**src/hw/xmc_pkg.sv**
```systemverilog
// Purpose: shared constants for the external memory interface configuration block
// Assumes: 8-bit core data path, 16-bit data-space addresses
// Notes: register bit positions, decode addresses and timing counts live here
//
// Summary of operation
// RULE1 - enable bit hands AD, high address, ALE, RD and WR pins to the interface
// RULE2 - while enabled, interface pin control overrides port direction settings
// RULE3 - clearing enable returns all those pins to plain port control
// RULE4 - legacy mode: single wait bit adds one strobe cycle to every access
// RULE5 - three-bit limit field sets upper sector start at 0x2000 steps
// RULE6 - limit zero makes one sector using the upper-sector wait bits
// RULE7 - two-bit lower wait field applies to lower-sector accesses
// RULE8 - upper wait value is high bit from wait register, low from main
// RULE9 - wait codes: none, one, two, two plus one before next address
// RULE10 - keeper enable holds undriven AD lines at their last level
// RULE11 - keeper works whether or not the interface is enabled
// RULE12 - enabled with mask zero drives all eight high address pins
// RULE13 - mask 1..7 releases high address pins from pin 7 downward
// RULE14 - main register at I/O 0x35 and data address 0x55
// RULE15 - the two extended registers answer only data-space accesses
// RULE16 - address below boundary uses lower wait, at or above uses upper
package xmc_pkg;

    // decode addresses
    localparam logic [15:0] IO_SPACE_TOP = 16'h0040;
    localparam logic [15:0] MAIN_IO_ADDR = 16'h0035;
    localparam logic [15:0] MAIN_DS_ADDR = 16'h0055;
    localparam logic [15:0] KEEPMASK_DS_ADDR = 16'h006c;
    localparam logic [15:0] WAITSEC_DS_ADDR = 16'h006d;

    // reset values and writable bits
    localparam logic [7:0] MAIN_RESET = 8'h00;
    localparam logic [7:0] KEEPMASK_RESET = 8'h00;
    localparam logic [7:0] WAITSEC_RESET = 8'h00;
    localparam logic [7:0] MAIN_WMASK = 8'hc0;
    localparam logic [7:0] KEEPMASK_WMASK = 8'h87;
    localparam logic [7:0] WAITSEC_WMASK = 8'h7e;

    // field positions
    localparam int ENABLE_BIT = 7;
    localparam int UWAIT_LO_BIT = 6;
    localparam int LIMIT_LSB = 4;
    localparam int LOWER_WAIT_LSB = 2;
    localparam int UWAIT_HI_BIT = 1;
    localparam int KEEPER_BIT = 7;
    localparam int HMASK_LSB = 0;

    // address space
    localparam logic [15:0] EXT_SPACE_BASE = 16'h1100;
    localparam logic [2:0] HMASK_NONE_LEFT = 3'h7;

    // wait codes
    localparam logic [1:0] WAIT_TWO_HOLD = 2'h3;

    // timing counts in clock cycles
    localparam logic [3:0] STROBE_BASE_CYCLES = 4'h1;
    localparam logic [3:0] SYNC_READ_EXTRA = 4'h4;

endpackage

```
**src/hw/xmc_ctrl.sv**
```systemverilog
// Purpose: external memory interface configuration, access sequencer and pin steering
// Assumes: one clock, the core issues one external access at a time
// Notes: pin outputs are registered and follow the sequencer state
`timescale 1ns/1ns
module xmc_ctrl
    import xmc_pkg::*;
(
    // clock and reset
    input wire logic clk,
    input wire logic resetn,
    input wire logic ce,
    // legacy compatibility strap, same clock domain
    input wire logic compat_mode,
    // register access from the core
    input wire logic acc_io,
    input wire logic [15:0] acc_addr,
    input wire logic acc_we,
    input wire logic acc_re,
    input wire logic [7:0] acc_wdata,
    output logic [7:0] acc_rdata,
    output logic acc_hit,
    // external access request from the core
    input wire logic mem_req,
    output logic mem_ready,
    input wire logic mem_we,
    input wire logic [15:0] mem_addr,
    input wire logic [7:0] mem_wdata,
    output logic mem_resp_valid,
    output logic [7:0] mem_rdata,
    // port settings that own the pins when the interface does not
    input wire logic [7:0] porta_out,
    input wire logic [7:0] porta_ddr,
    input wire logic [7:0] portc_out,
    input wire logic [7:0] portc_ddr,
    input wire logic [2:0] portg_out,
    input wire logic [2:0] portg_ddr,
    // multiplexed address/data pins
    input wire logic [7:0] muxed_addr_data_lines_i,
    output logic [7:0] muxed_addr_data_lines_o,
    output logic [7:0] muxed_addr_data_lines_oe,
    // bus keeper, weak drive on the same pins
    output logic [7:0] keeper_o,
    output logic [7:0] keeper_oe,
    // high address pins (port c)
    output logic [7:0] high_addr_lines_o,
    output logic [7:0] high_addr_lines_oe,
    // latch and strobes (port g bits 2..0: latch, read, write)
    output logic addr_latch_o,
    output logic addr_latch_oe,
    output logic read_strobe_n_o,
    output logic read_strobe_n_oe,
    output logic write_strobe_n_o,
    output logic write_strobe_n_oe
);

    typedef enum logic [2:0] {
        XMC_IDLE,
        XMC_ADDR,
        XMC_LATCH,
        XMC_STROBE,
        XMC_HOLD
    } xmc_state_type;

    // upper sector start for a limit code
    function automatic logic [15:0] sector_start(input logic [2:0] limit);
        if (limit == 3'h0) begin
            sector_start = EXT_SPACE_BASE;
        end else begin
            sector_start = {limit, 13'h0000};
        end
    endfunction

    // pins kept for the high address byte; the rest go back to the port
    function automatic logic [7:0] hi_keep_mask(input logic [2:0] mask);
        if (mask == HMASK_NONE_LEFT) begin
            hi_keep_mask = 8'h00;
        end else begin
            hi_keep_mask = 8'hff >> mask;
        end
    endfunction

    // register file
    logic [7:0] main_ctrl, keep_mask, wait_sect;

    xmc_regs u_regs (
        .clk(clk),
        .resetn(resetn),
        .ce(ce),
        .acc_io(acc_io),
        .acc_addr(acc_addr),
        .acc_we(acc_we),
        .acc_re(acc_re),
        .acc_wdata(acc_wdata),
        .acc_rdata(acc_rdata),
        .acc_hit(acc_hit),
        .main_ctrl(main_ctrl),
        .keep_mask(keep_mask),
        .wait_sect(wait_sect)
    );

    // data pins are asynchronous to us
    logic [7:0] ad_sync;

    xmc_sync #(
        .WIDTH(8)
    ) u_ad_sync (
        .clk(clk),
        .resetn(resetn),
        .ce(ce),
        .din(muxed_addr_data_lines_i),
        .dout(ad_sync)
    );

    // decoded configuration
    logic ext_iface_enable, upper_wait_low_bit, upper_wait_high_bit, bus_keeper_enable;
    logic [2:0] sector_limit_sel, high_addr_mask;
    logic [1:0] lower_wait_sel, upper_wait, access_wait;
    logic [7:0] hi_drive;

    always_comb begin
        ext_iface_enable = main_ctrl[ENABLE_BIT];
        upper_wait_low_bit = main_ctrl[UWAIT_LO_BIT];
        upper_wait_high_bit = wait_sect[UWAIT_HI_BIT];
        sector_limit_sel = wait_sect[LIMIT_LSB +: 3];
        lower_wait_sel = wait_sect[LOWER_WAIT_LSB +: 2];
        bus_keeper_enable = keep_mask[KEEPER_BIT];
        high_addr_mask = keep_mask[HMASK_LSB +: 3];
        hi_drive = hi_keep_mask(high_addr_mask); // RULE12 RULE13
        upper_wait = {upper_wait_high_bit, upper_wait_low_bit}; // RULE8
        if (compat_mode) begin
            access_wait = {1'b0, upper_wait_low_bit}; // RULE4
        end else if (mem_addr >= sector_start(sector_limit_sel)) begin // RULE5 RULE6
            access_wait = upper_wait; // RULE16
        end else begin
            access_wait = lower_wait_sel; // RULE7 RULE16
        end
    end

    // access sequencer
    xmc_state_type state_q, state_d;
    logic [3:0] cnt_q, cnt_d;
    logic [1:0] wait_q, wait_d;
    logic we_q, we_d;
    logic [15:0] addr_q, addr_d;
    logic [7:0] wdata_q, wdata_d, rdata_q, rdata_d;
    logic resp_q, resp_d;

    always_comb begin
        state_d = state_q;
        cnt_d = cnt_q;
        wait_d = wait_q;
        we_d = we_q;
        addr_d = addr_q;
        wdata_d = wdata_q;
        rdata_d = rdata_q;
        resp_d = 1'b0;
        mem_ready = (state_q == XMC_IDLE) && ext_iface_enable;
        case (state_q)
            XMC_IDLE: begin
                if (mem_req && ext_iface_enable) begin
                    state_d = XMC_ADDR;
                    wait_d = access_wait;
                    we_d = mem_we;
                    addr_d = mem_addr;
                    wdata_d = mem_wdata;
                end
            end
            XMC_ADDR: begin
                state_d = XMC_LATCH;
            end
            XMC_LATCH: begin
                state_d = XMC_STROBE;
                // reads stay low long enough for the pin synchroniser
                cnt_d = STROBE_BASE_CYCLES + {2'b00, wait_q[1] ? 2'h2 : {1'b0, wait_q[0]}} // RULE9
                    + (we_q ? 4'h0 : SYNC_READ_EXTRA);
            end
            XMC_STROBE: begin
                cnt_d = cnt_q - 4'h1;
                if (cnt_q == 4'h1) begin
                    resp_d = 1'b1;
                    if (!we_q) begin
                        rdata_d = ad_sync;
                    end
                    state_d = (wait_q == WAIT_TWO_HOLD) ? XMC_HOLD : XMC_IDLE; // RULE9
                end
            end
            XMC_HOLD: begin
                state_d = XMC_IDLE;
            end
            default: begin
                state_d = XMC_IDLE;
            end
        endcase
        // a disabled interface drops any access in flight
        if (!ext_iface_enable) begin
            state_d = XMC_IDLE; // RULE3
            resp_d = 1'b0;
        end
    end

    always_ff @(posedge clk or negedge resetn) begin
        if (!resetn) begin
            state_q <= XMC_IDLE;
            cnt_q <= 4'h0;
            wait_q <= 2'h0;
            we_q <= 1'b0;
            addr_q <= 16'h0000;
            wdata_q <= 8'h00;
            rdata_q <= 8'h00;
            resp_q <= 1'b0;
        end else if (ce) begin
            state_q <= state_d;
            cnt_q <= cnt_d;
            wait_q <= wait_d;
            we_q <= we_d;
            addr_q <= addr_d;
            wdata_q <= wdata_d;
            rdata_q <= rdata_d;
            resp_q <= resp_d;
        end
    end

    assign mem_resp_valid = resp_q;
    assign mem_rdata = rdata_q;

    // pin steering, computed from the next sequencer state
    logic [7:0] ad_o_q, ad_o_d, ad_oe_q, ad_oe_d;
    logic [7:0] hi_o_q, hi_o_d, hi_oe_q, hi_oe_d;
    logic [7:0] keep_o_q, keep_o_d, keep_oe_q, keep_oe_d;
    logic [2:0] g_o_q, g_o_d, g_oe_q, g_oe_d;
    logic strobe_next;

    always_comb begin
        strobe_next = (state_d == XMC_STROBE);
        if (ext_iface_enable) begin
            // interface owns the pins regardless of direction settings
            ad_o_d = (state_d == XMC_STROBE) ? wdata_d : addr_d[7:0]; // RULE1 RULE2
            ad_oe_d = 8'h00;
            if ((state_d == XMC_ADDR) || (state_d == XMC_LATCH) || (strobe_next && we_d)) begin
                ad_oe_d = 8'hff;
            end
            hi_o_d = (addr_d[15:8] & hi_drive) | (portc_out & ~hi_drive); // RULE12 RULE13
            hi_oe_d = hi_drive | (portc_ddr & ~hi_drive); // RULE13
            g_o_d = {state_d == XMC_ADDR, !(strobe_next && !we_d), !(strobe_next && we_d)};
            g_oe_d = 3'h7; // RULE2
        end else begin
            ad_o_d = porta_out; // RULE3
            ad_oe_d = porta_ddr;
            hi_o_d = portc_out;
            hi_oe_d = portc_ddr;
            g_o_d = portg_out;
            g_oe_d = portg_ddr;
        end
        // keeper remembers the last defined level on each line
        keep_o_d = (ad_oe_q & ad_o_q) | (~ad_oe_q & ad_sync); // RULE10
        keep_oe_d = bus_keeper_enable ? ~ad_oe_d : 8'h00; // RULE10 RULE11
    end

    always_ff @(posedge clk or negedge resetn) begin
        if (!resetn) begin
            ad_o_q <= 8'h00;
            ad_oe_q <= 8'h00;
            hi_o_q <= 8'h00;
            hi_oe_q <= 8'h00;
            keep_o_q <= 8'h00;
            keep_oe_q <= 8'h00;
            g_o_q <= 3'h0;
            g_oe_q <= 3'h0;
        end else if (ce) begin
            ad_o_q <= ad_o_d;
            ad_oe_q <= ad_oe_d;
            hi_o_q <= hi_o_d;
            hi_oe_q <= hi_oe_d;
            keep_o_q <= keep_o_d;
            keep_oe_q <= keep_oe_d;
            g_o_q <= g_o_d;
            g_oe_q <= g_oe_d;
        end
    end

    assign muxed_addr_data_lines_o = ad_o_q;
    assign muxed_addr_data_lines_oe = ad_oe_q;
    assign keeper_o = keep_o_q;
    assign keeper_oe = keep_oe_q;
    assign high_addr_lines_o = hi_o_q;
    assign high_addr_lines_oe = hi_oe_q;
    assign addr_latch_o = g_o_q[2];
    assign addr_latch_oe = g_oe_q[2];
    assign read_strobe_n_o = g_o_q[1];
    assign read_strobe_n_oe = g_oe_q[1];
    assign write_strobe_n_o = g_o_q[0];
    assign write_strobe_n_oe = g_oe_q[0];

endmodule

```
**src/hw/xmc_regs.sv**
```systemverilog
// Purpose: the three configuration registers and their address decode
// Assumes: one access per cycle from the core, read data one cycle later
// Notes: unmapped addresses read zero and ignore writes
`timescale 1ns/1ns
module xmc_regs
    import xmc_pkg::*;
(
    // clock and reset
    input wire logic clk,
    input wire logic resetn,
    input wire logic ce,
    // core access
    input wire logic acc_io,
    input wire logic [15:0] acc_addr,
    input wire logic acc_we,
    input wire logic acc_re,
    input wire logic [7:0] acc_wdata,
    output logic [7:0] acc_rdata,
    output logic acc_hit,
    // register contents
    output logic [7:0] main_ctrl,
    output logic [7:0] keep_mask,
    output logic [7:0] wait_sect
);

    logic [7:0] main_q, main_d, km_q, km_d, ws_q, ws_d, rdata_q, rdata_d;
    logic hit_main, hit_km, hit_ws;

    always_comb begin
        hit_main = acc_io ? (acc_addr == MAIN_IO_ADDR) : (acc_addr == MAIN_DS_ADDR); // RULE14
        hit_km = !acc_io && (acc_addr == KEEPMASK_DS_ADDR); // RULE15
        hit_ws = !acc_io && (acc_addr == WAITSEC_DS_ADDR); // RULE15
        acc_hit = hit_main | hit_km | hit_ws;
        main_d = main_q;
        km_d = km_q;
        ws_d = ws_q;
        if (acc_we && hit_main) begin
            main_d = (main_q & ~MAIN_WMASK) | (acc_wdata & MAIN_WMASK);
        end
        if (acc_we && hit_km) begin
            km_d = (km_q & ~KEEPMASK_WMASK) | (acc_wdata & KEEPMASK_WMASK);
        end
        if (acc_we && hit_ws) begin
            ws_d = (ws_q & ~WAITSEC_WMASK) | (acc_wdata & WAITSEC_WMASK);
        end
        rdata_d = rdata_q;
        if (acc_re) begin
            rdata_d = hit_main ? main_q : hit_km ? km_q : hit_ws ? ws_q : 8'h00;
        end
    end

    always_ff @(posedge clk or negedge resetn) begin
        if (!resetn) begin
            main_q <= MAIN_RESET;
            km_q <= KEEPMASK_RESET;
            ws_q <= WAITSEC_RESET;
            rdata_q <= 8'h00;
        end else if (ce) begin
            main_q <= main_d;
            km_q <= km_d;
            ws_q <= ws_d;
            rdata_q <= rdata_d;
        end
    end

    assign acc_rdata = rdata_q;
    assign main_ctrl = main_q;
    assign keep_mask = km_q;
    assign wait_sect = ws_q;

endmodule

```
**src/hw/xmc_sync.sv**
```systemverilog
// Purpose: three-stage input synchroniser with agreement filter
// Assumes: inputs come from pins outside the clock domain
// Notes: output updates only when stages two and three agree
`timescale 1ns/1ns
module xmc_sync #(
    parameter int WIDTH = 8
) (
    // clock and reset
    input wire logic clk,
    input wire logic resetn,
    input wire logic ce,
    // data
    input wire logic [WIDTH-1:0] din,
    output logic [WIDTH-1:0] dout
);

    logic [WIDTH-1:0] s1_q, s2_q, s3_q, dout_q;
    logic [WIDTH-1:0] dout_d;

    always_comb begin
        // per bit, a disagreement keeps the old value
        dout_d = (dout_q & (s2_q ^ s3_q)) | (s3_q & ~(s2_q ^ s3_q));
    end

    always_ff @(posedge clk or negedge resetn) begin
        if (!resetn) begin
            s1_q <= '0;
            s2_q <= '0;
            s3_q <= '0;
            dout_q <= '0;
        end else if (ce) begin
            s1_q <= din;
            s2_q <= s1_q;
            s3_q <= s2_q;
            dout_q <= dout_d;
        end
    end

    assign dout = dout_q;

endmodule

```
**config.mk**
```make
export PLATFORM = sky130hd
export DESIGN_NAME = xmc_ctrl
export DESIGN_NICKNAME = d
export VERILOG_FILES = /design/src/hw/xmc_pkg.sv /design/src/hw/xmc_ctrl.sv /design/src/hw/xmc_regs.sv /design/src/hw/xmc_sync.sv
export SDC_FILE = /design/constraint.sdc
export NUM_CORES = 1
export LEC_CHECK = 0
export BUFFER_PORTS_ARGS = -buffer_cell sky130_fd_sc_hd__buf_2
export CAP_MARGIN = 25
export CORE_MARGIN = 2
export CORE_UTILIZATION = 54
export DETAILED_ROUTE_END_ITERATION = 8
export GPL_TIMING_DRIVEN = 0
export PLACE_DENSITY = 0.81
export SLEW_MARGIN = 20
export SYNTH_ARGS = -nofsm -noshare
export SYNTH_HDL_FRONTEND = slang
export SYNTH_HIERARCHICAL = 1
export SYNTH_SLANG_ARGS = --single-unit
```
**constraint.sdc**
```tcl
create_clock -name clk -period 2.6 [get_ports clk]
set_input_delay 0.26 -clock clk [delete_from_list [all_inputs] [get_ports clk]]
set_output_delay 0.26 -clock clk [all_outputs]
set_load 0.005 [all_outputs]
```
Word level (Yosys, flattened, before mapping) --
Index checks and enable logic that the tools add are counted.
Storage, ports and cells: register bits 161, input port bits 103, output and inout bits 73
Cells by class: add/subtract/negate cells 3, $lt $le $gt $ge 1, eq/ne operators 13, shifts and indexed selects 1, mux-type cells 35, bitwise logic cells 22, reduce and logical (&&, ||, !) cells 25
Operators by type and width (count):
- $mux 8 | 13
- $mux 16 | 4
- $and 8x8->8 | 7
- $eq 16x7->1 const B | 3
- $not 8->8 | 4
- $or 8x8->8 | 4
- $mux 3 | 7
- $eq 16x6->1 const B | 1
- $ge 16x16->1 | 1
- $eq 3x2->1 const B | 4
- $pmux 3 s4 | 1
- $reduce_and 2->1 | 5
- $logic_and 1x1->1 | 9
- $or 6x8->8 | 1
- $or 7x8->8 | 1
- $or 8x7->8 | 1
- $pmux 4 s2 | 1
- $shr 8x3->8 const A | 1
- $xor 8x8->8 | 1
- $eq 3x1->1 const B | 2
- $logic_not 3->1 | 2
- $mux 1 | 6
- $mux 2 | 3
- $add 3x3->4 | 1
- other kinds (12) | 17

Depth between registers and ports, before layout --
Gate-level depths: netlist (run 1).
depth after elaboration 12, mapped depth 8, depth with buffers taken out 8

Hierarchy --
The synthesis (run 1) kept the hierarchy.
Modules (own cells, without submodules):
- xmc_ctrl | instances 1, cells an instance 451, area an instance 4773.3 µm², sequential area each 2427.3 µm²
- xmc_sync | instances 1, cells an instance 84, area an instance 1288.7 µm², sequential area each 800.8 µm²
- xmc_regs | instances 1, cells an instance 85, area an instance 1071.0 µm², sequential area each 500.5 µm²

Worst setup path before layout (run 1) --
Ideal clock, no wire load.
kind register to register, start register u_regs.ws_q[5] (netlist: u_regs/wait_sect[5]), end register wait_q[1], library setup time 126 ps, arrival 1901 ps, required time 2474 ps, slack 573 ps, cell stages (with the launch flop) 9, buffers on the path 0, clock period less this slack 2027 ps, cells stage by stage dfrtp_1 inv_1 nand3_1 inv_1 ha_1 or4b_2 a31oi_1 o21ai_0 a221o_1
Between the ends: cells in the longest elaborated chain, start to end 6
RTL lines:
- from (decl) | RTL line xmc_regs.sv:26 | logic [7:0] main_q, main_d, km_q, km_d, ws_q, ws_d, rdata_q, rdata_d;
- from (signal assigned) | RTL line xmc_regs.sv:61 | ws_q <= ws_d;
- $logic_not 3->1 | RTL line xmc_ctrl.sv:66 | if (limit == 3'h0) begin
- $mux 16 (*) | RTL line xmc_ctrl.sv:66
- $mux 16 (*) | RTL line xmc_ctrl.sv:130 | if (compat_mode) begin
- $ge 16x16->1 (*) | RTL line xmc_ctrl.sv:132 | end else if (mem_addr >= sector_start(sector_limit_sel)) begin
- $mux 2 (*) | RTL line xmc_ctrl.sv:132
- $mux 2 (*) | RTL line xmc_ctrl.sv:130
- to (signal assigned) | RTL line xmc_ctrl.sv:214 | wait_q <= wait_d;
- to (decl) | RTL line xmc_ctrl.sv:142 | logic [1:0] wait_q, wait_d;
Every way passes the cells marked *; elsewhere a longest branch is shown, timed or not. The select of a mux whose other input is x is not followed. A chain may end at the register's enable or synchronous reset.

Final worst setup path (run 1) --
start register u_regs.main_q[7] (netlist: u_regs/main_ctrl[7]), end register ad_o_q[5] (netlist: muxed_addr_data_lines_o[5])
Between the ends: cells in the longest elaborated chain, start to end 7
RTL lines:
- from (decl) | RTL line xmc_regs.sv:26
- from (signal assigned) | RTL line xmc_regs.sv:59 | main_q <= main_d;
- $logic_and 1x1->1 | RTL line xmc_ctrl.sv:160 | if (mem_req && ext_iface_enable) begin
- $mux 3 | RTL line xmc_ctrl.sv:160
- $pmux 3 s4 | RTL line xmc_ctrl.sv:158 | case (state_q)
- $mux 3 | RTL line xmc_ctrl.sv:195 | if (!ext_iface_enable) begin
- $eq 3x2->1 | RTL line xmc_ctrl.sv:237 | ad_o_d = (state_d == XMC_STROBE) ? wdata_d : addr_d[7:0];
- $mux 8 | RTL line xmc_ctrl.sv:237
- $mux 8 (*) | RTL line xmc_ctrl.sv:235 | if (ext_iface_enable) begin
- to (signal assigned) | RTL line xmc_ctrl.sv:270 | ad_o_q <= ad_o_d;
- to (decl) | RTL line xmc_ctrl.sv:227 | logic [7:0] ad_o_q, ad_o_d, ad_oe_q, ad_oe_d;
Every way passes the cells marked *; elsewhere a longest branch is shown, timed or not.

==> flow_results.org, run 1 <==
** Layout
- Summing all multi-input logic gate instances after layout gives 3040 sq um.
- Compared with the post-synthesis result, the final layout area differs by 24.5%.
- Most frequent cells in the layout :: buf_2, dfrtp_1, mux2_2
- The library cell used most frequently in the layout, excluding fill and tap cells, is buf_2.
- Antenna diodes :: 0
- Summing all flip-flop and latch instances after layout gives 3730 sq um.
- At the end of the flow, the number of nets in the layout was 912.
- Total of fill cells in the finished design :: 946
- Share of final-layout standard cells stronger than drive strength 1 :: 38.0%

** Timing
- Share of the clock period used by the worst path :: 92.0%
- Derived from the worst setup path, the maximum achievable clock frequency is 0.418 GHz.
- Worst setup slack after layout :: 0.208 ns
- Post-layout min period :: 2.39 ns
- Setup repair after global routing left no endpoint under its margin.
- Max-slew violations :: 0
- Final hold violation count :: 0
- Clock skew on the completed layout was measured at 0.00743 ns.
- Worst slew pin tran :: 0.836 ns
- Worst rel slew slack :: 44.0%
- Total of endpoints with negative setup slack in the final report :: 0

** Clock tree
- CTS HTree Levels :: 4
- CTS placed an instance of clkbuf_16 at the clock tree root.
- Clock-pin slew of the registers on the worst-case setup and hold paths :: 0.06 ns
- The number of setup buffers added after CTS is 0.
- Buffers from clock root to sink, at most :: 2
- TritonCTS built the clock tree.
- TritonCTS Sinks :: 149
- Counting the buffers created by CTS gives 17.
- The clock reaches the later pin of the worst-skew pair after 0.43 ns.

** Critical path
- For the worst setup path, the data required time is 2.92 ns.
- The critical path is of the reg -> reg type.
- For the worst setup path, the data arrival time is 2.71 ns.
- Crit end category :: flop
- Startpoint type of the worst setup path :: flop
- Crit-path max FO :: 9

** Route
- The first routing iteration left 483 violations.
- Uppermost metal layer occupied by signal nets :: met4
- The detailed router put a total of 8170 um of wire on met1.
- Before antenna repair, the detailed router went through 5 iterations.
- In the routed layout, each cell is associated on average with a via count of 5.83.
- Across all layers, the routed design uses 5748 vias.
- DRC Markers :: 0
- After detailed routing, the average wire length per cell comes to 19.5 um.
- In this run the remaining antenna-violating nets after routing total 0.
- Summed over all nets, wire length on met2 after detailed routing comes to 9430 um.
- Routed wire length :: 19300 um
- Length of routed met3 wiring :: 1290 um

** Floorplan
- Initial Utilization :: 55.6%
- Die width :: 118 um
- Standard cell core area :: 12700 sq um
- Row cnt :: 41
- Die H :: 118 um
- Total I/O pin count :: 176
- Floorplan die area :: 14000 sq um

** GRT
- Number of antenna violations at the first check in global routing :: 0
- After global routing the overflow that remains totals 0.
- Entering global routing, the biggest net connects 86 pins.
- Total track usage :: 28.3%
- First-pass GRT wire length :: 30700 um
- Via count of the first global-routing pass :: 5783

** Synth
- After synthesis the cells add up to 7040 sq um.
- Syn. warnings :: 6
- Synthesis produced a netlist with a net count of 717.
- Averaged over all synthesized cells, the footprint is 11.6 sq um.
- Number of cells produced by synthesis :: 607

** Place
- Last weighted congestion value of the routability-driven placer :: 0.857
- Port bufs :: 174
- Once detailed placement completed, the half-perimeter wirelength came to 14100 um.
- Pre-CTS setup slack :: 0.274 ns

** Power
- Total Power Consumption :: 0.00584 W
- Areal power density over the cells :: 666 nW/um^2
- Max IR drop VDD :: 0.000414 V
- Cell leakage power :: 4.29 nW

** Status
- The run finished with clean final reports.

** Worst hold path
- The worst hold path belongs to the class in -> reg.

** Flow run
- Reported max-cap violation count :: 0
==> worst max-delay path, stage by stage (launching register included) <==
cell	delay [ns]
dfrtp_1	0.46
nor2b_1	0.36
and3_1	0.22
buf_2	0.29
mux4_1	0.68
a31o_1	0.26
==> cell type report <==
class	count	share of cell area, %
buffer	32	2.04
clock buffer	18	5.01
clock inverter	13	1.71
inverter	25	1.09
multi-input combinational	401	34.7
sequential	149	42.6
tap	172	2.46
timing repair buffer	176	10.5
==> layer usage <==
metal  global-route usage [%]  up-vias
met5                        0        -
met4                     9.41        0
met3                     5.98       30
met2                     45.6      224
met1                     38.4     2906
li1                         -     2588
==> sequential cells by signal, summed over array words and instances, names as in the netlist, 2 cells and up <==
signal	cells
addr_q	16
high_addr_lines_o	8
high_addr_lines_oe	8
keeper_o	8
keeper_oe	8
mem_rdata	8
muxed_addr_data_lines_o	8
muxed_addr_data_lines_oe	8
u_ad_sync/dout	8
u_ad_sync/s1_q	8
u_ad_sync/s2_q	8
u_ad_sync/s3_q	8
u_regs/acc_rdata	8
wdata_q	8
u_regs/wait_sect	6
cnt_q	4
u_regs/keep_mask	4
g_o_q	3
g_oe_q	3
state_q	3
u_regs/main_ctrl	2
wait_q	2
==> path summary, 6_finish.rpt <==
| check | startpoint | to | slack [ns] | cells after the start |
|---|---|---|---|---|
| setup / recovery | u_regs/main_ctrl[7]$_DFFE_PN0P_ | muxed_addr_data_lines_o[5]$_DFFE_PN0P_ | 0.21 | 5 |
| hold / removal | mem_wdata[4] | wdata_q[4]$_DFFE_PN0P_ | 0.04 | 3 |
| setup reg to reg | u_regs/main_ctrl[7]$_DFFE_PN0P_ | muxed_addr_data_lines_o[5]$_DFFE_PN0P_ | 0.21 | 5 |
| hold reg to reg | wdata_q[3]$_DFFE_PN0P_ | wdata_q[3]$_DFFE_PN0P_ | 0.48 | 2 |
| max in group asynchronous | resetn | addr_q[13]$_DFFE_PN0P_ | 1.44 | 3 |
| min in group asynchronous | resetn | mem_rdata[3]$_DFFE_PN0P_ | 0.36 | 2 |
==> repair_timing <==
item,CTS,global route
hold endpoints to repair,64,0
gates resized for setup,0,0
hold buffers,1,0
==> stage by stage <==
step | cell area (sq um) | utilization [%] | hold slack [ns] | setup TNS [ns] | instances
3_3_place_gp | 8130 | 64.1 | 0.450 | -104.72 | 953
2_1_floorplan | 7040 | - | -0.0356 | 0 | 607
5_1_grt | 8760 | 69.2 | 0.0454 | 0 | 986
6_report | 8760 | 69.2 | 0.0405 | 0 | 986
4_1_cts | 8760 | 69.2 | 0.0293 | 0 | 986
3_5_place_dp | 8160 | 64.4 | 0.228 | 0 | 954
==> where the power goes <==
group | internal, W | switching [W] | total, W
Combinational | 0.000347 | 0.000336 | 0.000683
Clock | 0.00145 | 0.00102 | 0.00246
Sequential | 0.00252 | 0.000170 | 0.00269
No activity file was read; power rests on OpenSTA's default activity.
==> run 2: changes to the inputs <==
- CORE_UTILIZATION: 54 -> 55
- CTS_BUF_LIST: default -> sky130_fd_sc_hd__clkbuf_4
- PLACE_DENSITY: 0.81 -> 0.82
==> run 2 against run 1 <==
Sequential power about the same. First-iteration DRC count up 15%. Combinational power up 10%. Via count up 6.5%. Global-route usage up 2.7 points. Clock-buffer cell count unchanged. Wire length up 6.8%. Final cell count up 5.7%. Register-to-register slack better by 0.03 ns. Fmax down 1.3%. Critical path depth unchanged. Worst setup slack worse by 0.032 ns.
==> flow_results.org, run 2 (same netlist as run 1, synthesis figures left out) <==
** Status
- The run finished with clean final reports.

** Route
- Length of the first detailed-routing pass in iterations :: 7
- Average detailed-routed wire length per instance :: 19.8 um
- For this run, design rule violations remaining after detail routing come to 0.
- Detailed Route Iter0 Violations :: 554
- Routed wire length :: 20600 um
- Via-per-instance ratio :: 5.87
- Final antenna-violating net count :: 0
- Total number of vias :: 6119

** Clock tree
- CTS HTree Levels :: 4
- Gates resized during post-CTS repair numbered 0.
- Clk_lat worst skew :: 0.56 ns
- Once the clock tree was built, the setup fixing pass inserted 0 buffers.
- TritonCTS built the clock tree.
- The clock drives 149 sinks.
- Inserted Clock Buffers :: 17
- Buffers from clock root to sink, at most :: 2
- Clock-pin slew of the registers on the worst-case setup and hold paths :: 0.12 ns
- Hold buffer count at CTS :: 56
- CTS placed an instance of clkbuf_4 at the clock tree root.

** Timing
- Final hold violation count :: 0
- Worst slack on hold paths :: 0.0120 ns
- Share of the clock period used by the worst path :: 93.2%
- For the pin with the worst max-slew slack, the measured transition is 0.893 ns.
- Setup repair after global routing left no endpoint under its margin.
- Measured against its own limit, the worst slew margin works out to 40.0%.
- The count of pins over their slew limit was 0.
- Post-layout min period :: 2.42 ns
- Worst setup slack after layout :: 0.176 ns
- FMAX :: 0.413 GHz
- On the final layout, the worst clock skew is 0.0148 ns.
- Total of endpoints with negative setup slack in the final report :: 0

** Layout
- Flip-flop count of the largest register after layout :: 16
- The repair_antennas step left the layout with diodes totalling 0.
- Most common cell after layout, fill and taps aside :: buf_2
- Most frequent cells in the layout :: buf_2, dfrtp_1, mux2_2
- After the flow finishes, the layout carries non-filler instances totaling 1042.
- Counting flops per register, the top entry is addr_q.
- P&R area growth vs syn :: 28.8%
- The filler cells instantiated in the layout total 844.
- Share of final-layout standard cells stronger than drive strength 1 :: 35.5%
- Once layout is done, the placed cells without fillers occupy 9070 sq um.
- Layout net count :: 967

** Critical path
- Crit-path max FO :: 10
- The critical path is of the reg -> out type.
- Worst R2R Path Depth :: 5
- CP delay by family, top :: buffers and inverters
- Chain of cells forming the critical path :: or4b_1 -> buf_4 -> clkinv_2 -> buf_4 -> buf_2
- Data on the critical path is required at its endpoint by 2.34 ns.
- Master of the slowest instance on the critical path :: or4b_1
- Counting both buffers and inverters, the worst setup path holds a total of 4.
- On the worst path, the slowest cell contributes a delay of 0.55 ns.
- WP depth :: 5
- Cell repeated most along the worst path :: buf_4
- Startpoint type of the worst setup path :: flop
- At the worst endpoint, the arrival time is 2.16 ns.
- STA classifies the critical path endpoint as a primary output.

** Power
- The clock network burns 32.9% of the power.
- IR analysis of the VDD net gives a maximum drop of 0.000307 V.
- Total Power Consumption :: 0.00516 W
- For this design the static power due to leakage is 4.41 nW.
- Power spread over the standard cell area amounts to 569 nW/um^2.
- Internal power :: 0.00378 W
- Power share of the sequential group :: 52.5%
- Net Sw Frac :: 26.7%
- In this run the power spent charging and discharging nets is 0.00137 W.
- Part of the power in combinational logic :: 14.6%

** GRT
- Via count of the first global-routing pass :: 6237
- Total track usage :: 31.0%
- The first global-routing pass estimated 31600 um of wire.
- After global routing the overflow that remains totals 0.
- The initial antenna violation count came to 1.
- Entering global routing, the biggest net connects 106 pins.

** Place
- Prior to clock tree synthesis, the placed netlist has a worst setup slack of 0.277 ns.
- Cell Count Post-Placement :: 954
- The congestion estimate from routability-driven global placement came to 0.906.
- Port buffering added 174 buffers.
- The HPWL after detailed placement is 14600 um.
- Summing all placed instances gives a cell area of 8160 sq um.

** Floorplan
- The initial utilization of the core area, before any placement, comes to 56.0%.
- During I/O placement, the number of pins put on the boundary was 176.
- The die is 117 um tall.
- Standard cell core area :: 12600 sq um
- Die width :: 117 um
- Row cnt :: 41
- Floorplan die area :: 13700 sq um

** Worst hold path
- Type of the tightest min-delay check :: in -> reg
- Counting instances, the worst hold path has a depth of 3.

** Flow run
- Max-cap violations in this run came to 0.
run 2: final timing paths:
path,startpoint,endpoint,slack (ns)
worst max-delay path,state_q[1]$_DFFE_PN0P_,mem_ready,0.18
worst min-delay path,portc_ddr[0],high_addr_lines_oe[0]$_DFFE_PN0P_,0.01
worst max register to register,state_q[1]$_DFFE_PN0P_,addr_q[13]$_DFFE_PN0P_,0.24
worst min register to register,wdata_q[2]$_DFFE_PN0P_,wdata_q[2]$_DFFE_PN0P_,0.49
max in group asynchronous,resetn,wdata_q[1]$_DFFE_PN0P_,1.62
min in group asynchronous,resetn,u_ad_sync/s1_q[1]$_DFFE_PN0P_,0.16
run 2: through the flow:
| stage | TNS (ns) | util [%] |
|---|---|---|
| 2_1_floorplan | 0 | - |
| 3_3_place_gp | -109.41 | 64.6 |
| 3_5_place_dp | 0 | 64.9 |
| 4_1_cts | 0 | 72.1 |
| 5_1_grt | 0 | 72.1 |
| 6_report | 0 | 72.1 |
run 2: routing by layer:
metal / GRT usage [%] / part of all wire, % / up-vias
met4: 15.0 / 4.3 / 2
li1: - / - / 2706
met1: 39.8 / 39 / 3006
met5: 0 / 0.044 / -
met3: 6.95 / 7.5 / 79
met2: 50.4 / 49 / 326
run 2: tightest hold or removal path: stages:
cell,delay (ns)
buf_2,0.08
nor2_1,0.04
a21oi_1,0.15
run 2: cell type report:
class	count	area, sq um	area share (%)
inverters	25	95.1	1.05
repair buffers	231	1470	16.2
flip-flops and latches	149	3730	41.1
plain buffers	32	179	1.97
clock buffers	18	135	1.49
clock inverters	14	209	2.30
well taps	172	215	2.37
multi-input cells	401	3040	33.5
run 2: power by group through the flow:
stage                     Sequential, W  Clock [W]  Combinational [W]
after floorplan                 0.00268          0           0.000354
after global placement          0.00272          0           0.000634
after detailed placement        0.00274          0           0.000678
after CTS                       0.00270    0.00171           0.000749
after global routing            0.00273    0.00180           0.000828
final                           0.00271    0.00170           0.000753
==> run 3: changes to the inputs <==
- CORE_MARGIN: 2 -> 1
- SYNTH_HIERARCHICAL: 1 -> default
==> run 3 against run 2 <==
Hold slack improved by 0.023 ns. Clock power fell by 19%. Final area decreased by 3.0%. Final cell count is essentially flat. Wire length fell by 6.7%. Clock skew increased by 0.0020 ns. Clock-buffer cell count increased by 1. Utilization increased by 0.77 points. Area after synthesis is 2.7% lower. Largest power group unchanged. Highest routed layer is now met4.
==> flow_results.org, run 3 <==
** Status
- The flow ran to the end, and the final reports show no timing, DRC or antenna violations.

** Synth
- Yosys attributes the largest share of cell area to dfrtp_1, mux2_2, mux2i_1, a21oi_1, nor2_1.
- Leading post-synthesis cells by instance count :: dfrtp_1, mux2_2, nor2_1
- The share of synthesized area in the top cell type comes to 54.4%.
- Main flop type after synthesis :: dfrtp_1
- For this run, the number of Yosys warnings is 0.
- Synth async-reset ratio :: 100%
- Post-synth EDFFs :: 0
- For this run, the register share of the synthesized area comes to 54.4%.
- Number of unique standard cell types used by synthesis :: 51
- Each instance of the synthesized netlist takes up on average 11.2 sq um.
- dfrtp_1 is the most common cell in the netlist.
- The synthesized netlist occupies a cell area of 6850 sq um.
- After synthesis the netlist holds a flip-flop and latch count of 149.
- Number of cells produced by synthesis :: 612
- When the netlist entered floorplanning its net count stood at 722.
- The largest total area in the synthesized netlist belongs to dfrtp_1.

** Timing
- The count of pins over their slew limit came to 0.
- Adding up every negative setup slack in the final design gives 0 ns.
- Post-layout min period :: 2.43 ns
- The tightest hold path in the finished design has a slack of 0.0352 ns.
- The worst pin sits at a relative slew slack of 49.4%.
- Static timing analysis puts the maximum clock frequency at 0.412 GHz.
- Of the available clock period, the critical path in the final layout requires 93.4%.
- Worst slew pin tran :: 0.759 ns
- Total of endpoints with negative setup slack in the final report :: 0
- Setup repair after global routing left no endpoint under its margin.
- The clock arrives with 0.0168 ns of skew.
- Final hold violation count :: 0

** Critical path
- At the worst endpoint, the required time is 2.34 ns.
- In this design, the critical path's most frequently occurring cell is buf_2.
- Arrival time at the worst endpoint :: 2.17 ns
- Slack of the worst reg-to-reg path :: 0.24 ns
- The startpoint identified for the worst register-to-register timing path is cnt_q[0]$_DFFE_PN0P_.
- Counting buffers and inverters, the worst setup path is 5 cells deep.
- Chain of cells forming the critical path :: buf_2 -> buf_1 -> clkbuf_2 -> and2_1 -> buf_2
- Buffers plus inverters on the worst setup path :: 4
- CP delay by family, top :: buffers and inverters
- The worst setup path is launched from a flop.
- The critical path in this run is classified as reg -> out.
- The worst register-to-register path ends at keeper_oe[7]$_DFFE_PN0P_.
- STA classifies the critical path endpoint as a primary output.
- Crit path largest cell delay :: 0.44 ns
- The slowest stage of the critical path is the buf_1 cell.
- CP endpoint :: mem_ready
- Worst R2R Path Depth :: 8
- Start point of the critical path :: u_regs.main_ctrl[7]$_DFFE_PN0P_
- Along the worst path, the maximum fanout reaches 10.

** GRT
- Summed over all layers, the global routing overflow is 0.
- First-pass GRT wire length :: 30200 um
- Entering global routing, the biggest net connects 87 pins.
- Global routing used 31.3% of the available tracks.
- Via count of the first global-routing pass :: 6052
- The initial antenna violation count is 0.

** Clock tree
- Clock tree synthesis found a total of 149 sinks.
- Clock-pin slew was measured on the worst setup and hold paths at 0.11 ns.
- The later pin in the worst-skew pair is clocked with a latency of 0.57 ns.
- Clk Tree Root Cell :: clkbuf_4
- The clock passes through at most 2 buffers.
- Buffers inserted by post-CTS timing repair :: 0
- The H-tree was split into 4 levels.
- TritonCTS built the clock tree.
- TritonCTS created 17 clock buffers.

** Layout
- Most common cell after layout, fill and taps aside :: buf_2
- Register name with the most flops :: addr_q
- Layout net count :: 973
- Most frequent cells in the layout :: buf_2, dfrtp_1, mux2_2
- P&R area growth vs syn :: 28.4%
- Post-route design area :: 8790 sq um
- Final Util :: 72.9%
- Flip-flop count of the largest register after layout :: 16
- Leaving out filler cells and counting taps, the final layout contains 1043.
- Share of final-layout standard cells stronger than drive strength 1 :: 34.1%
- The repair_antennas step left the layout with diodes totalling 0.

** Power
- Max IR drop VDD :: 0.000362 V
- Cell leakage power :: 4.39 nW
- Internal power :: 0.00340 W
- Power share of the sequential group :: 56.4%
- Net Switching :: 0.00126 W
- In this run switching power makes up 27.1% of total power.
- Combinational logic burns 14.0% of the power.
- Clock network fraction of total power :: 29.6%
- Areal power density over the cells :: 530 nW/um^2

** Place
- Port bufs :: 174
- Last weighted congestion value of the routability-driven placer :: 0.859
- Summed over all nets, the half-perimeter wirelength after detailed placement is 13400 um.
- The number of placed instances, taps included, is 955.
- Post-DP Area :: 7970 sq um

** Route
- In the routed design, unresolved DRC markers number 0.
- Length of the first detailed-routing pass in iterations :: 5
- Via-per-instance ratio :: 5.58
- Total number of vias :: 5825
- For this block, the routed nets add up to 19200 um of wire.
- Final antenna-violating net count :: 0
- In the final routed layout, each cell accounts on average for 18.4 um.
- After the first detailed-routing iteration, the DRC count stood at 434.

** Floorplan
- The die covers 12900 sq um.
- 176 I/O pins were placed.
- For this configuration, the core starts out at a cell density of 56.8%.
- Die H :: 114 um
- The region available for standard cell placement spans 12100 sq um.
- Die width :: 114 um
- Row cnt :: 40

** Worst hold path
- Type of the tightest min-delay check :: in -> reg

** Flow run
- Reported max-cap violation count :: 0
run 3: cell count changes in the layout (fill, tap and decap cells not counted), moves of 11 or more:
cell	previous run	this run
mux2i_1	8	36
nor2_1	49	62
a22o_1	12	0
mux2_2	60	71
nand2_1	43	32
o22ai_1	0	11
run 3: cells by family (layout without fill, tap and decap cells):
family	after synthesis	count (layout)	share of synthesized area, %
adders and majority gates	7	7	1.28
DFF	149	149	54.4
buffers and inverters	67	330	4.06
AOI/OAI and AO/OA	129	129	11.2
muxes	115	115	18.3
and+or+nand+nor	145	145	10.7
run 3: routing by layer:
layer  routed length (um)  vias up  GRT usage (%)
met4                  630        0           13.9
met1                 7810     2835           38.8
li1                     -     2660              -
met2                 9590      273           52.4
met5                    0        -              0
met3                 1170       57           7.17
run 3: metrics by stage:
| stage | total power (W) | worst slack, ns |
|---|---|---|
| after global placement | 0.00321 | -0.750 |
| after CTS | 0.00467 | 0.160 |
| after global routing | 0.00486 | 0.0118 |
| after detailed placement | 0.00326 | 0.303 |
| final | 0.00466 | 0.172 |
| after floorplan | 0.00292 | 0.770 |
run 3: cell type report:
class | count | area, sq um
multi-input cells | 396 | 2840
fillers | 862 | 3270
clock inverters | 12 | 114
clock buffers | 19 | 143
well taps | 168 | 210
plain buffers | 33 | 151
inverters | 34 | 128
flip-flops and latches | 149 | 3730
repair buffers | 232 | 1480
run 3: timing repair:
action                                  in CTS  in global routing
hold buffers                                57                  0
resized for setup                            1                  0
endpoints found under the setup margin       1                  0
hold endpoints to repair                   145                  0
run 3: worst min-delay path: stages:
cell	delay, ns
buf_2	0.08
nor3_2	0.05
nand3_1	0.08
o31ai_1	0.08
run 3: worst min-delay path by stage:
stage / start / endpoint / cells past startpoint
global placement: u_regs.acc_rdata[3]$_DFFE_PN0P_ / u_regs.acc_rdata[3]$_DFFE_PN0P_ / 2
finish: acc_addr[8] / u_regs.acc_rdata[2]$_DFFE_PN0P_ / 4
CTS: acc_addr[8] / u_regs.acc_rdata[2]$_DFFE_PN0P_ / 4
global route: acc_addr[8] / u_regs.acc_rdata[1]$_DFFE_PN0P_ / 4
detailed placement: resetn / u_regs.acc_rdata[7]$_DFFE_PN0P_ / 1
floorplan: resetn / addr_q[0]$_DFFE_PN0P_ / 0
run 3: power groups by stage:
stage	Sequential, W	Combinational [W]	Clock, W
floorplan	0.00264	0.000281	0
global placement	0.00266	0.000550	0
global route	0.00265	0.000719	0.00149
detailed placement	0.00267	0.000583	0
CTS	0.00263	0.000652	0.00139
finish	0.00263	0.000653	0.00138
